===== src/wuc_pkg.sv =====
// Purpose: constants for the wakeup control block
// Assumes: 32-bit register port, byte offsets
// Notes: none
package wuc_pkg;
  localparam logic [15:0] WUC_OFF = 16'h5800;
  localparam logic [15:0] IRQ_STAT_OFF = 16'h5804;
  localparam logic [15:0] IRQ_CLR_OFF = 16'h580c;
  localparam logic [15:0] IRQ_EN_OFF = 16'h5814;
  localparam int BIT_ADV_WAKE = 0;
  localparam int BIT_WAKE_SIGNAL_ENABLE_MIRROR = 1;
  localparam int BIT_WAKE_FLAG = 2;
  localparam int BIT_ASSERT_ADV = 3;
  localparam int BIT_DYN_PD = 28;
  localparam int BIT_HALF = 29;
  localparam int BIT_QUARTER = 30;
  localparam int BIT_SMART_PD = 31;
  localparam logic [31:0] WUC_RW_MASK = 32'hf000_000b;
  localparam logic [31:0] WUC_RESET = 32'h0000_0000;
  localparam logic [1:0] IRQ_RESET = 2'h0;
  typedef enum logic [1:0] {WUC_MAC_FULL, WUC_MAC_HALF, WUC_MAC_QUARTER, WUC_MAC_SEL} wuc_clk_e;
endpackage


===== src/wuc_if.sv =====
// Purpose: carries the wake event request into the pme helper
// Assumes: one clock
// Notes: none
`timescale 1ns/1ps
`default_nettype none
interface wuc_if;
  logic wake_evt;
  logic clr_flag;
  logic flag;
  modport ctl (output wake_evt, output clr_flag, input flag);
  modport pme (input wake_evt, input clr_flag, output flag);
endinterface
`default_nettype wire


===== src/wuc_wakeup_control.sv =====
// Purpose: wakeup control register with wake flag and mac power modes
// Assumes: aux power good and pci reset are asynchronous pins
// Notes: interrupt status shows wake flag rise and enabled pattern hit events
//
// Local design decision: the plain strobed port.
`timescale 1ns/1ps
`default_nettype none
module wuc_wakeup_control (
  input wire logic sys_clk_in,
  input wire logic rst_b_in,
  input wire logic aux_power_good_in,
  input wire logic aux_power_present_in,
  input wire logic pci_rst_b_in,
  input wire logic pci_33mhz_in,
  input wire logic link_gigabit_in,
  input wire logic eeprom_load_in,
  input wire logic eeprom_assert_adv_in,
  input wire logic cfg_wake_signal_enable_mirror_wr_in,
  input wire logic cfg_wake_signal_enable_mirror_in,
  input wire logic cfg_pme_clr_in,
  input wire logic wake_event_in,
  input wire logic wake_pattern_in,
  input wire logic [15:0] reg_addr_in,
  input wire logic [31:0] reg_wdata_in,
  input wire logic reg_wr_in,
  input wire logic reg_rd_in,
  output logic [31:0] reg_rdata_out,
  output logic pme_b_out,
  output logic wake_signal_enable_out,
  output logic dyn_powerdown_out,
  output logic smart_powerdown_out,
  output wuc_pkg::wuc_clk_e mac_clk_mode_out,
  output logic irq_out
);
  // ---------------------------------------------------------------
  // pin synchronisers
  // ---------------------------------------------------------------
  logic [1:0] pg_sync_r;
  logic [1:0] pr_sync_r;
  logic [1:0] ap_sync_r;
  logic pr_last_r;
  always_ff @(posedge sys_clk_in or negedge rst_b_in)
  begin
    if (!rst_b_in)
    begin
      pg_sync_r <= 2'h0;
      pr_sync_r <= 2'h0;
      ap_sync_r <= 2'h0;
      pr_last_r <= 1'b0;
    end
    else
    begin
      pg_sync_r <= {pg_sync_r[0], aux_power_good_in};
      pr_sync_r <= {pr_sync_r[0], pci_rst_b_in};
      ap_sync_r <= {ap_sync_r[0], aux_power_present_in};
      pr_last_r <= pr_sync_r[1];
    end
  end

  // ---------------------------------------------------------------
  // register clear conditions
  // ---------------------------------------------------------------
  // power-good low is a level clear; pci reset release without aux power present is a one-cycle clear
  wire pwr_low = ~pg_sync_r[1];
  wire pci_rise = pr_sync_r[1] & ~pr_last_r & ~ap_sync_r[1];
  wire wipe = pwr_low | pci_rise;

  a_pg_sync_lag: assert property (@(posedge sys_clk_in) disable iff (!rst_b_in)
    !aux_power_good_in
    |-> ##2 pwr_low)
    else $error("power good low not seen in time");

  // ---------------------------------------------------------------
  // register decode
  // ---------------------------------------------------------------
  wire hit_wuc = reg_addr_in == wuc_pkg::WUC_OFF;
  wire hit_stat = reg_addr_in == wuc_pkg::IRQ_STAT_OFF;
  wire hit_clr = reg_addr_in == wuc_pkg::IRQ_CLR_OFF;
  wire hit_en = reg_addr_in == wuc_pkg::IRQ_EN_OFF;
  wire wr_wuc = reg_wr_in & hit_wuc;
  wire clr_flag_wr = wr_wuc & reg_wdata_in[wuc_pkg::BIT_WAKE_FLAG];

  logic adv_wake_enable_r;
  logic wake_signal_enable_mirror_r;
  logic assert_wake_on_adv_r;
  logic dyn_pd_r;
  logic half_r;
  logic quarter_r;
  logic smart_powerdown_r;

  // ---------------------------------------------------------------
  // wake event flag
  // ---------------------------------------------------------------
  wuc_if wbus ();
  wire adv_hit = wake_pattern_in & adv_wake_enable_r & assert_wake_on_adv_r;
  assign wbus.wake_evt = wake_event_in | adv_hit;
  assign wbus.clr_flag = (clr_flag_wr | cfg_pme_clr_in) & ~wipe;
  wire flag_clr_b = rst_b_in;
  logic wake_event_flag;
  logic flag_wiped_r;
  wuc_pme_flag u_flag (
    .sys_clk_in(sys_clk_in),
    .clr_b_in(flag_clr_b),
    .bus(wbus)
  );
  // wipe masks the flag since the helper's clear is the async reset only
  always_ff @(posedge sys_clk_in or negedge rst_b_in)
  begin
    if (!rst_b_in)
      flag_wiped_r <= 1'b1;
    else if (wipe)
      flag_wiped_r <= 1'b1;
    else if (wbus.wake_evt)
      flag_wiped_r <= 1'b0;
  end
  assign wake_event_flag = wbus.flag & ~flag_wiped_r;

  a_cfg_clear: assert property (@(posedge sys_clk_in) disable iff (!rst_b_in)
    (cfg_pme_clr_in & ~wbus.wake_evt)
    |=> !wake_event_flag)
    else $error("config clear left the flag set");
  a_zero_keeps: assert property (@(posedge sys_clk_in) disable iff (!rst_b_in)
    (wake_event_flag & wr_wuc & !clr_flag_wr & !cfg_pme_clr_in & !wipe)
    |=> wake_event_flag)
    else $error("zero write disturbed the flag");
  a_adv_gated: assert property (@(posedge sys_clk_in) disable iff (!rst_b_in)
    (wake_pattern_in & !adv_wake_enable_r & !wake_event_in & !wake_event_flag)
    |=> !wake_event_flag)
    else $error("pattern acted with wakeup disabled");

  // ---------------------------------------------------------------
  // control bits
  // ---------------------------------------------------------------
  always_ff @(posedge sys_clk_in or negedge rst_b_in)
  begin
    if (!rst_b_in)
    begin
      adv_wake_enable_r <= 1'b0;
      wake_signal_enable_mirror_r <= 1'b0;
      assert_wake_on_adv_r <= 1'b0;
      dyn_pd_r <= 1'b0;
      half_r <= 1'b0;
      quarter_r <= 1'b0;
      smart_powerdown_r <= 1'b0;
    end
    else if (wipe)
    begin
      adv_wake_enable_r <= 1'b0;
      wake_signal_enable_mirror_r <= 1'b0;
      assert_wake_on_adv_r <= 1'b0;
      dyn_pd_r <= 1'b0;
      half_r <= 1'b0;
      quarter_r <= 1'b0;
      smart_powerdown_r <= 1'b0;
    end
    else
    begin
      if (eeprom_load_in)
        assert_wake_on_adv_r <= eeprom_assert_adv_in;
      else if (wr_wuc)
        assert_wake_on_adv_r <= reg_wdata_in[wuc_pkg::BIT_ASSERT_ADV];
      if (wr_wuc)
      begin
        adv_wake_enable_r <= reg_wdata_in[wuc_pkg::BIT_ADV_WAKE];
        wake_signal_enable_mirror_r <= reg_wdata_in[wuc_pkg::BIT_WAKE_SIGNAL_ENABLE_MIRROR];
        dyn_pd_r <= reg_wdata_in[wuc_pkg::BIT_DYN_PD];
        half_r <= reg_wdata_in[wuc_pkg::BIT_HALF];
        quarter_r <= reg_wdata_in[wuc_pkg::BIT_QUARTER];
        smart_powerdown_r <= reg_wdata_in[wuc_pkg::BIT_SMART_PD];
      end
      else if (cfg_wake_signal_enable_mirror_wr_in)
        wake_signal_enable_mirror_r <= cfg_wake_signal_enable_mirror_in;
    end
  end

  a_adv_enable: assert property (@(posedge sys_clk_in) disable iff (!rst_b_in)
    (wr_wuc & !wipe)
    |=> (adv_wake_enable_r == $past(reg_wdata_in[wuc_pkg::BIT_ADV_WAKE])))
    else $error("advanced wakeup enable not written");
  a_mirror_reg: assert property (@(posedge sys_clk_in) disable iff (!rst_b_in)
    (wr_wuc & !wipe)
    |=> (wake_signal_enable_out == $past(reg_wdata_in[wuc_pkg::BIT_WAKE_SIGNAL_ENABLE_MIRROR])))
    else $error("pme enable copy not written");
  a_mirror_cfg: assert property (@(posedge sys_clk_in) disable iff (!rst_b_in)
    (cfg_wake_signal_enable_mirror_wr_in & !wr_wuc & !wipe)
    |=> (wake_signal_enable_out == $past(cfg_wake_signal_enable_mirror_in)))
    else $error("pme enable copy missed config write");
  a_eeprom_load: assert property (@(posedge sys_clk_in) disable iff (!rst_b_in)
    (eeprom_load_in & !wipe)
    |=> (assert_wake_on_adv_r == $past(eeprom_assert_adv_in)))
    else $error("eeprom value not loaded");
  a_dyn_pd: assert property (@(posedge sys_clk_in) disable iff (!rst_b_in)
    (wr_wuc & !wipe)
    |=> (dyn_powerdown_out == $past(reg_wdata_in[wuc_pkg::BIT_DYN_PD])))
    else $error("dynamic powerdown not written");
  a_bits_hold: assert property (@(posedge sys_clk_in) disable iff (!rst_b_in)
    (!wr_wuc & !wipe & !eeprom_load_in & !cfg_wake_signal_enable_mirror_wr_in)
    |=> $stable({smart_powerdown_r, quarter_r, half_r, dyn_pd_r, assert_wake_on_adv_r,
                 wake_signal_enable_mirror_r, adv_wake_enable_r}))
    else $error("control bits moved without a write");

  // ---------------------------------------------------------------
  // interrupt status: bit0 wake flag rise, bit1 pattern hit with pme enable set
  // ---------------------------------------------------------------
  logic [1:0] irq_stat_r;
  logic [1:0] irq_en_r;
  logic flag_last_r;
  wire [1:0] irq_evt = {adv_hit & wake_signal_enable_mirror_r, wake_event_flag & ~flag_last_r};
  wire [1:0] irq_clr = (reg_wr_in & hit_clr) ? reg_wdata_in[1:0] : 2'h0;
  always_ff @(posedge sys_clk_in or negedge rst_b_in)
  begin
    if (!rst_b_in)
    begin
      irq_stat_r <= wuc_pkg::IRQ_RESET;
      irq_en_r <= wuc_pkg::IRQ_RESET;
      flag_last_r <= 1'b0;
    end
    else
    begin
      irq_stat_r <= irq_evt | (irq_stat_r & ~irq_clr);
      flag_last_r <= wake_event_flag;
      if (reg_wr_in & hit_en)
        irq_en_r <= reg_wdata_in[1:0];
    end
  end
  assign irq_out = |(irq_stat_r & irq_en_r);

  a_irq_sticky: assert property (@(posedge sys_clk_in) disable iff (!rst_b_in)
    (irq_stat_r[0] & !irq_clr[0])
    |=> irq_stat_r[0])
    else $error("wake status bit dropped on its own");
  a_irq_pattern: assert property (@(posedge sys_clk_in) disable iff (!rst_b_in)
    (adv_hit & wake_signal_enable_mirror_r)
    |=> irq_stat_r[1])
    else $error("pattern status bit not set");

  // ---------------------------------------------------------------
  // read data
  // ---------------------------------------------------------------
  wire [31:0] wuc_view = {smart_powerdown_r, quarter_r, half_r, dyn_pd_r, 24'h00_0000,
                          assert_wake_on_adv_r, wake_event_flag,
                          wake_signal_enable_mirror_r, adv_wake_enable_r};
  wire [31:0] rd_mux = hit_wuc ? wuc_view :
                       hit_stat ? {30'h0, irq_stat_r} :
                       hit_en ? {30'h0, irq_en_r} : 32'h0000_0000;
  always_ff @(posedge sys_clk_in or negedge rst_b_in)
  begin
    if (!rst_b_in)
      reg_rdata_out <= 32'h0000_0000;
    else if (reg_rd_in)
      reg_rdata_out <= rd_mux;
    else
      reg_rdata_out <= 32'h0000_0000;
  end
  a_wuc_readback: assert property (@(posedge sys_clk_in) disable iff (!rst_b_in)
    ($past(reg_rd_in) & $past(hit_wuc))
    |-> (reg_rdata_out == $past(wuc_view)))
    else $error("read data differ from register");

  // ---------------------------------------------------------------
  // outputs
  // ---------------------------------------------------------------
  // pme held while flag and enable both set, as the pci pin expects
  logic pme_b_r;
  always_ff @(posedge sys_clk_in or negedge rst_b_in)
  begin
    if (!rst_b_in)
      pme_b_r <= 1'b1;
    else
      pme_b_r <= ~(wake_event_flag & wake_signal_enable_mirror_r);
  end
  assign pme_b_out = pme_b_r;
  assign wake_signal_enable_out = wake_signal_enable_mirror_r;
  assign dyn_powerdown_out = dyn_pd_r;
  assign smart_powerdown_out = smart_powerdown_r;
  always_comb
  begin
    if (link_gigabit_in & half_r & pci_33mhz_in)
      mac_clk_mode_out = wuc_pkg::WUC_MAC_HALF;
    else if (~link_gigabit_in & quarter_r)
      mac_clk_mode_out = wuc_pkg::WUC_MAC_QUARTER;
    else if (~half_r & ~quarter_r)
      mac_clk_mode_out = wuc_pkg::WUC_MAC_SEL;
    else
      mac_clk_mode_out = wuc_pkg::WUC_MAC_FULL;
  end

  a_pme_release: assert property (@(posedge sys_clk_in) disable iff (!rst_b_in)
    !(wake_event_flag & wake_signal_enable_mirror_r)
    |=> pme_b_out)
    else $error("pme held without cause");
  a_quarter_mode: assert property (@(posedge sys_clk_in) disable iff (!rst_b_in)
    (quarter_r & !link_gigabit_in)
    |-> (mac_clk_mode_out == wuc_pkg::WUC_MAC_QUARTER))
    else $error("quarter speed missing");
  a_sel_mode: assert property (@(posedge sys_clk_in) disable iff (!rst_b_in)
    (!half_r & !quarter_r)
    |-> (mac_clk_mode_out == wuc_pkg::WUC_MAC_SEL))
    else $error("frequency select not in charge");
  a_full_gig: assert property (@(posedge sys_clk_in) disable iff (!rst_b_in)
    (link_gigabit_in & half_r & !pci_33mhz_in)
    |-> (mac_clk_mode_out == wuc_pkg::WUC_MAC_FULL))
    else $error("half speed without 33 MHz bus");

  // ---------------------------------------------------------------
  // checks
  // ---------------------------------------------------------------
  a_wipe_clears: assert property (@(posedge sys_clk_in) disable iff (!rst_b_in)
    pwr_low
    |=> (wuc_view == wuc_pkg::WUC_RESET))
    else $error("register not cleared");
  a_pci_wipe: assert property (@(posedge sys_clk_in) disable iff (!rst_b_in)
    pci_rise
    |=> (wuc_view == wuc_pkg::WUC_RESET))
    else $error("pci reset rise did not clear");
  a_adv_pme: assert property (@(posedge sys_clk_in) disable iff (!rst_b_in)
    (adv_hit & ~wipe)
    |=> wake_event_flag)
    else $error("pattern did not set flag");
  a_flag_clear: assert property (@(posedge sys_clk_in) disable iff (!rst_b_in)
    (clr_flag_wr & ~wbus.wake_evt & ~wipe)
    |=> ~wake_event_flag)
    else $error("flag not cleared");
  a_reserved_zero: assert property (@(posedge sys_clk_in) disable iff (!rst_b_in)
    $past(reg_rd_in)
    |-> (reg_rdata_out[27:4] == 24'h0))
    else $error("reserved nonzero");
  a_event_sets: assert property (@(posedge sys_clk_in) disable iff (!rst_b_in)
    (wake_event_in & ~wipe)
    |=> wake_event_flag)
    else $error("event lost");
  a_pme_pin: assert property (@(posedge sys_clk_in) disable iff (!rst_b_in)
    (wake_event_flag & wake_signal_enable_mirror_r)
    |=> ~pme_b_out)
    else $error("pme not asserted");
  a_smart_pd: assert property (@(posedge sys_clk_in) disable iff (!rst_b_in)
    (wr_wuc & ~wipe)
    |=> (smart_powerdown_out == $past(reg_wdata_in[31])))
    else $error("smart powerdown wrong");
  a_half_mode: assert property (@(posedge sys_clk_in) disable iff (!rst_b_in)
    (half_r & link_gigabit_in & pci_33mhz_in)
    |-> (mac_clk_mode_out == wuc_pkg::WUC_MAC_HALF))
    else $error("half speed missing");
endmodule // wuc_wakeup_control
`default_nettype wire


===== src/wuc_pme_flag.sv =====
// Purpose: sticky wake event flag, shared with the power management status
// Assumes: set and clear are one-cycle pulses
// Notes: set wins over clear
`timescale 1ns/1ps
`default_nettype none
module wuc_pme_flag (
  input wire logic sys_clk_in,
  input wire logic clr_b_in,
  wuc_if.pme bus
);
  logic flag_r;
  logic flag_nxt;
  assign flag_nxt = bus.wake_evt | (flag_r & ~bus.clr_flag);
  always_ff @(posedge sys_clk_in or negedge clr_b_in)
  begin
    if (!clr_b_in)
      flag_r <= 1'b0;
    else
      flag_r <= flag_nxt;
  end
  assign bus.flag = flag_r;
endmodule // wuc_pme_flag
`default_nettype wire


===== config.mk =====
export PLATFORM = sky130hd
export DESIGN_NAME = wuc_wakeup_control
export DESIGN_NICKNAME = d
export VERILOG_FILES = /design/src/wuc_pkg.sv /design/src/wuc_if.sv /design/src/wuc_wakeup_control.sv /design/src/wuc_pme_flag.sv
export SDC_FILE = /design/constraint.sdc
export NUM_CORES = 1
export LEC_CHECK = 0
export BUFFER_PORTS_ARGS = -buffer_cell sky130_fd_sc_hd__buf_4
export CAP_MARGIN = 20
export CORE_ASPECT_RATIO = 0.8
export CORE_MARGIN = 2
export CORE_UTILIZATION = 44
export CTS_CLUSTER_DIAMETER = 30
export DETAILED_ROUTE_END_ITERATION = 10
export PLACE_DENSITY = 0.85
export SLEW_MARGIN = 20
export SYNTH_ARGS = -nofsm -noshare
export SYNTH_HDL_FRONTEND = slang
export SYNTH_SLANG_ARGS = --single-unit

===== constraint.sdc =====
create_clock -name sys_clk_in -period 2.3 [get_ports sys_clk_in]
set_input_delay 0.46 -clock sys_clk_in [delete_from_list [all_inputs] [get_ports sys_clk_in]]
set_output_delay 0.46 -clock sys_clk_in [all_outputs]
set_load 0.005 [all_outputs]

# Yosys cells after proc, flatten, opt, wreduce, memory -nomap -nowiden
# Index checks and enable logic that the tools add are counted.
op_classes:
  add_sub_neg: 0
  n_mul: 0
  div: 0
  magnitude_cmp: 0
  n_eq_ne: 4
  shifts: 0
  muxes: 26
  bitwise_logic: 37
  reduce_logical: 5
op_table:
  columns: ["cell", "count"]
  rows:
  - ["== test 16 x 15 -> 1 bit, second input constant", 4]
  - ["2-to-1 mux 32 bit", 2]
  - ["AND 1 bit", 18]
  - ["2-to-1 mux 1 bit", 18]
  - ["2-to-1 mux 2 bit", 6]
  - ["inverter 1 bit", 11]
  - ["nonzero test 3 bit", 2]
  - ["AND 2 bit", 2]
  - ["OR 1 bit", 4]
  - ["nonzero test 2 bit", 2]
  - ["inverter 2 bit", 1]
  - ["OR 2 bit", 1]
  - ["OR reduction 2 bit", 1]
totals:
  register_bits: 54
  latch_bits: 0
  ram_bits: 0
  mem_bits_ro: 0
  input_bits: 64
  out_inout_bits: 39
  wordCells: 90
  memories: 0

# Logic depth before layout (Yosys ltp)
# Gate-level depths: netlist (run 1).
logic_depth:
  word_depth: 9
  mapped_depth: 6

# Hierarchy
# A second synthesis (run 1) with hierarchy kept.
hier_totals:
  cells_unflattened: 138
  hier_area_um2: 1448.9
by_module_without_submodules:
  columns: ["module", "instances", "cells_per_inst", "area_each_um2"]
  rows:
  - ["wuc_wakeup_control", 1, 135, 1412.6]
  - ["wuc_pme_flag", 1, 3, 36.3]

# Worst setup path before layout (run 1)
# Ideal clock, no wire load.
synth_path:
  path_kind: "input to register"
  start: "input reg_addr_in[4]"
  end: "register assert_wake_on_adv_r"
  setup_time_ps: 124
  t_arrival_ps: 1572
  t_required_ps: 2176
  slack_ps: 604
  stages: 4
  path_cell_list: "or4_4 -> nor3_4 -> a31oi_1 -> o31a_1"
synth_between:
  elab_chain_cells: 3
synth_lines:
  columns: ["item", "line_no", "source"]
  rows:
  - ["from (decl)", "wuc_wakeup_control.sv:23", "input wire logic [15:0] reg_addr_in,"]
  - ["== test 16 x 15 -> 1 bit", "wuc_wakeup_control.sv:76", "wire hit_wuc = reg_addr_in == wuc_pkg::WUC_OFF;"]
  - ["AND 1 bit", "wuc_wakeup_control.sv:80", "wire wr_wuc = reg_wr_in & hit_wuc;"]
  - ["nonzero test 3 bit (no line)", null, null]
  - ["to (signal assigned)", "wuc_wakeup_control.sv:159", "assert_wake_on_adv_r <= eeprom_assert_adv_in;"]
  - ["to (signal assigned)", "wuc_wakeup_control.sv:161", "assert_wake_on_adv_r <= reg_wdata_in[wuc_pkg::BIT_ASSERT_ADV];"]
  - ["to (decl)", "wuc_wakeup_control.sv:85", "logic assert_wake_on_adv_r;"]
# Every way passes these cells.
# A chain may end at the register's enable or synchronous reset.

# Worst setup path in the final report (run 1)
# Ends and elaborated chain as after synthesis.

==> out/results.ini, run 1 <==
[detailed_routing]
wl_um = 3105
ant_nets = 0
drcViolationCount = 0
drt-initial-drc-count = 86
wl_per_cell_um = 12.83
avgViaCountPerCell = 4.888
firstDrtPassIters = 4
vias = 1183

[global_routing]
grt_max_degree = 31
track_usage_pct = 17.93
grt_pass1_wl_um = 5313
grt_pass1_vias = 1129
grt-ovfl-total = 0
antenna_found_initial = 0

[cells_and_area]
ff_latch_area_um2 = 753.2
multi_input_area_um2 = 595.6
fillCellCount = 285
fin_area_um2 = 1937
layout-drive-gt1-share_pct = 36.14
area_growth_pct = 29.65
final_nets = 265
diodes = 0

[job]
drv_cap = 0

[floorplan]
start_util_pct = 47.38
die_w_um = 69.15
dieHeight_um = 56.12
core_um2 = 3153
die_area_um2 = 3880
io_pins = 103
fp-row-count = 18

[timing]
rsz0062_at_grt = false
worst_slew_pin_slew_ps = 510.2
setup_violations = 0
finalHoldViolCount = 0
fin_skew_ps = 6.297
tns_ps = 0
post-route-min-period_ps = 1645
fmax_ghz = 0.6078
period_share_pct = 71.53
slew_headroom_pct = 65.67
drv_slew = 0

[place]
dpl-instance-area_um2 = 1842
port-buffer-count = 54
dp_hpwl_um = 2435
gp_congestion = 0.7609

[clocking]
clock_sinks = 30
post_cts_buffers = 0
cts.htree.levels = 2
clk_pin_slew_ps = 60
cts_tree = done
cts_resized = 0
numCtsBuffers = 5
clock_latency_ps = 280
cts_buffer_depth = 2
cts_hold_buffers = 0
clockRootBuffer = clkbuf_8

[setup_path]
path_max_fanout = 7
crit_required_ps = 2470
end_kind = register
crit_type = in -> reg
critPathLaunchType = primary input
cp.arrival_ps = 1810

[power_and_ir_drop]
p_leak_nw = 0.9559
p_per_area_nw_per_um2 = 567.8
peakVddDrop_mv = 0.4414

[hold_path]
hp-class = in -> async

[logic_synthesis]
syn_avg_cell_area_um2 = 10.45
synthTopCellsByArea = dfrtp_1, buf_4, nand4_1
syn-cell-area_um2 = 1494
seq_area_frac_synth_pct = 50.42
yosys.area.top_type = dfrtp_1
yosysMostFrequentCell = dfrtp_1
syn_inst = 143
synth_flop_cell = dfrtp_1
synth_common_cells = dfrtp_1, buf_4, nand4_1
synth.distinct_cells = 35
synth-async-reset-ratio_pct = 100.0
synth_top_area_share_pct = 46.90
synth_edf_count = 0
yosysWarnings = 0
synth-seq-cells = 30

[run_status]
status = completed

## worst paths after layout
| path | start | endpoint | slack [ps] | cells after the start |
|---|---|---|---|---|
| worst max-delay path | reg_addr_in[4] | assert_wake_on_adv_r$_DFFE_PN0P_ | 650 | 5 |
| min in group sys_clk_in | aux_power_present_in | ap_sync_r[0]$_DFF_PN0_ | 280 | 1 |
| worst min-delay path | rst_b_in | flag_last_r$_DFF_PN0_ | 90 | 1 |
| worst max register to register | pr_sync_r[1]$_DFF_PN0_ | assert_wake_on_adv_r$_DFFE_PN0P_ | 1260 | 5 |
| max in group asynchronous | rst_b_in | flag_wiped_r$_DFFE_PN1P_ | 1900 | 1 |
| worst min register to register | ap_sync_r[0]$_DFF_PN0_ | ap_sync_r[1]$_DFF_PN0_ | 350 | 0 |
## critical path, cell delays in order
cell and delay (ps):
buf_4 120, or4_4 540, nor3_4 270, a31oi_1 140
o31a_1 280
## state kept, by name (all words and copies together), names as in the netlist, 2 cells and up
| signal | flops |
|---|---|
| ap_sync_r | 2 |
| irq_en_r | 2 |
| irq_stat_r | 2 |
| pg_sync_r | 2 |
| pr_sync_r | 2 |
| reg_rdata_out | 8 |
## where the power goes
group          switching (mW)  internal [mW]  leakage [nW]
logic                  0.0580         0.0588         0.524
clock network           0.195          0.240        0.0472
registers             0.00616          0.542         0.384
total                   0.260          0.840         0.956
## stage by stage
stage          utilization (%)  setup slack, ps  hold slack (ps)  power, mW  cells
3_3_place_gp             58.41            386.9            333.3     0.6712    234
6_report                 61.43            654.7            85.04      1.100    242
4_1_cts                  61.43            673.3            93.76      1.114    242
2_1_floorplan                -            604.3            164.4     0.6261    166
5_1_grt                  61.43            570.0            103.4      1.156    242
3_5_place_dp             58.41            373.0            334.7     0.6741    234
## cells in the final DEF, fill, tap and decap left out, types with 2 or more instances in the layout
master    instances
nor2_1            3
o21ai_0          12
buf_4            56
dfrtp_1          28
inv_1             6
a21oi_1           8
mux2i_1           2
conb_1           24
and2_1            4
nand3_1           4
nand2_1           4
a31oi_1           2
nand2b_1          3
clkbuf_8          6
nor4_1            3
dfstp_2           2
nand4_1          13
nor3_1            4
mux2_2            2
and3_1            2
## layer usage
layer  track usage (%)  wire (um)
met4             8.964         78
met2             26.65       1533
met1             22.93       1277
met3             6.703        215
met5                 0          0
## cells by family after synthesis
group                  synth area share [%]
other                                0.2510
buffers and inverters                 15.49
DFF                                   50.42
muxes                                 2.848
AOI/OAI and AO/OA                     10.22
and+or+nand+nor                       20.77
## area by class of cell
class | count | area share (%)
Tap cell | 40 | 2.584
Clock inverter | 2 | 0.6460
Timing Repair Buffer | 56 | 21.71
Clock buffer | 6 | 4.264
Multi-Input combinational cell | 102 | 30.75
Inverter | 6 | 1.163
Sequential cell | 30 | 38.89
Note: power is estimated with default switching activity, not from simulation.
==> run 2: changes to the inputs <==
--- a/config.mk
+++ b/config.mk
@@ -9,10 +9,10 @@
 export CAP_MARGIN = 20
 export CORE_ASPECT_RATIO = 0.8
 export CORE_MARGIN = 2
-export CORE_UTILIZATION = 44
+export CORE_UTILIZATION = 37
 export CTS_CLUSTER_DIAMETER = 30
 export DETAILED_ROUTE_END_ITERATION = 10
-export PLACE_DENSITY = 0.85
+export PLACE_DENSITY = 0.76
 export SLEW_MARGIN = 20
 export SYNTH_ARGS = -nofsm -noshare
 export SYNTH_HDL_FRONTEND = slang
==> constraint.sdc (replaced) <==
create_clock -name sys_clk_in -period 1.35 [get_ports sys_clk_in]
set_input_delay 0.27 -clock sys_clk_in [delete_from_list [all_inputs] [get_ports sys_clk_in]]
set_output_delay 0.27 -clock sys_clk_in [all_outputs]
set_load 0.005 [all_outputs]
==> run 2 against run 1 <==
Clock skew increased by 2.4 ps. Highest routed layer unchanged. Critical path depth unchanged. Clock-buffer cell count unchanged. Global-route usage decreased by 2.8 points. Largest power group unchanged.
==> out/results.ini, run 2 (synthesized netlist as in run 1, its figures left out) <==
[detailed_routing]
wl_per_cell_um = 11.94
drcViolationCount = 0
vias = 1213
firstDrtPassIters = 4
drt-initial-drc-count = 87
wl_um = 3164
ant_nets = 0
avgViaCountPerCell = 4.577

[global_routing]
track_usage_pct = 15.18
grt_max_degree = 31
grt_pass1_vias = 1109
grt-ovfl-total = 0
antenna_found_initial = 0
grt_pass1_wl_um = 4995

[timing]
tns_ps = 0
period_share_pct = 98.13
fin_skew_ps = 8.725
finalHoldViolCount = 0
fmax_ghz = 0.7548
timing.hold.ws_ps = 93.68
rsz0062_at_grt = true
drv_slew = 0
post-route-min-period_ps = 1325
setup_violations = 0

[clocking]
post_cts_buffers = 0
numCtsBuffers = 5
clockRootBuffer = clkbuf_8
cts_buffer_depth = 2
clock_latency_ps = 280
cts.htree.levels = 2
cts_tree = done
clock_sinks = 30
clk_pin_slew_ps = 60

[hold_path]
hp-class = in -> reg

[setup_path]
critPathLaunchType = primary input
crit_type = in -> reg
path_max_fanout = 4
cp.arrival_ps = 1490
r2r_slack_ps = 290
end_kind = register
crit_required_ps = 1510

[cells_and_area]
layout-drive-gt1-share_pct = 38.57
diodes = 0
area_growth_pct = 36.01
largest_reg_flops = 8
layout.cells.most_common = buf_4
regMostFlops = reg_rdata_out
final_nets = 273
final_cell_mix = buf_4, dfrtp_1, conb_1
layout.cells.non_filler = 265
fin_area_um2 = 2032

[floorplan]
fp-row-count = 20
dieHeight_um = 60.84
start_util_pct = 39.02
die_area_um2 = 4565
die_w_um = 75.04
io_pins = 103
core_um2 = 3829

[power_and_ir_drop]
combinationalPowerShare_pct = 11.3
power.clock.fraction_pct = 39.3
netSwitchingFraction_pct = 23.71
peakVddDrop_mv = 0.5361
p_int_mw = 1.443
p_per_area_nw_per_um2 = 930.9
power.switching_mw = 0.4485
p_seq_share_pct = 49.4
p_leak_nw = 0.9991

[place]
dpl.cell_count = 256
dpl-instance-area_um2 = 1919
port-buffer-count = 54
gp_congestion = 0.7923
dp_hpwl_um = 2491

[job]
drv_cap = 0

[run_status]
status = completed

## run 2: changes by cell type in the layout (fill, tap and decap cells not counted)
cell | before | now
nor4_1 | 3 | 2
buf_6 | 0 | 2
o21ai_1 | 0 | 5
dlygate4sd3_1 | 0 | 1
o21ai_0 | 12 | 7
nor4_2 | 0 | 1
buf_4 | 56 | 61
## run 2: area by class of cell
| class | instances | area (um^2) |
|---|---|---|
| inverters | 6 | 22.52 |
| multi-input cells | 102 | 601.8 |
| well taps | 55 | 68.82 |
| flip-flops and latches | 30 | 753.2 |
| fillers | 356 | 1797 |
| clock buffers | 6 | 82.58 |
| clock inverters | 2 | 12.51 |
| repair buffers | 64 | 490.5 |
## run 2: timing repair
item | in CTS | in global routing
hold buffers | 1 | 0
resized for setup | 0 | 2
endpoints found under the hold margin | 28 | 0
setup endpoints to repair | 0 | 11
## run 2: power by group through the flow
stage,sequential (mW),clock [mW],combinational [mW]
final,0.934,0.744,0.214
after global routing,0.936,0.791,0.240
after CTS,0.934,0.769,0.212
after detailed placement,0.950,0,0.210
after global placement,0.949,0,0.205
after floorplan,0.946,0,0.122
## run 2: metal layers
metal	wire length [um]	global-route usage [%]
met3	282	5.482
met5	0	0
met1	1297	18.68
met4	70	8.163
met2	1514	23.43
## run 2: worst paths after layout
| kind | endpoint | from | cells past startpoint |
|---|---|---|---|
| setup / recovery | assert_wake_on_adv_r$_DFFE_PN0P_ | reg_addr_in[4] | 5 |
| max in group asynchronous | flag_wiped_r$_DFFE_PN1P_ | rst_b_in | 2 |
| hold reg to reg | pr_sync_r[1]$_DFF_PN0_ | pr_sync_r[0]$_DFF_PN0_ | 0 |
| min in group asynchronous | reg_rdata_out[1]$_DFF_PN0_ | rst_b_in | 2 |
| hold / removal | ap_sync_r[0]$_DFF_PN0_ | aux_power_present_in | 1 |
| setup reg to reg | assert_wake_on_adv_r$_DFFE_PN0P_ | pr_last_r$_DFF_PN0_ | 4 |
## run 2: critical path, cell delays in order
cell and delay [ps]:
buf_6 90, or4_4 540, nor3_4 180, a31oi_1 120
o31a_1 280
## run 2: stage by stage
stage,setup WS (ps),power [mW],util (%)
global placement,-291.0,1.154,50.13
CTS,11.56,1.915,52.88
finish,25.21,1.892,53.07
floorplan,-155.7,1.068,-
detailed placement,-289.7,1.159,50.13
global route,-34.81,1.967,53.07
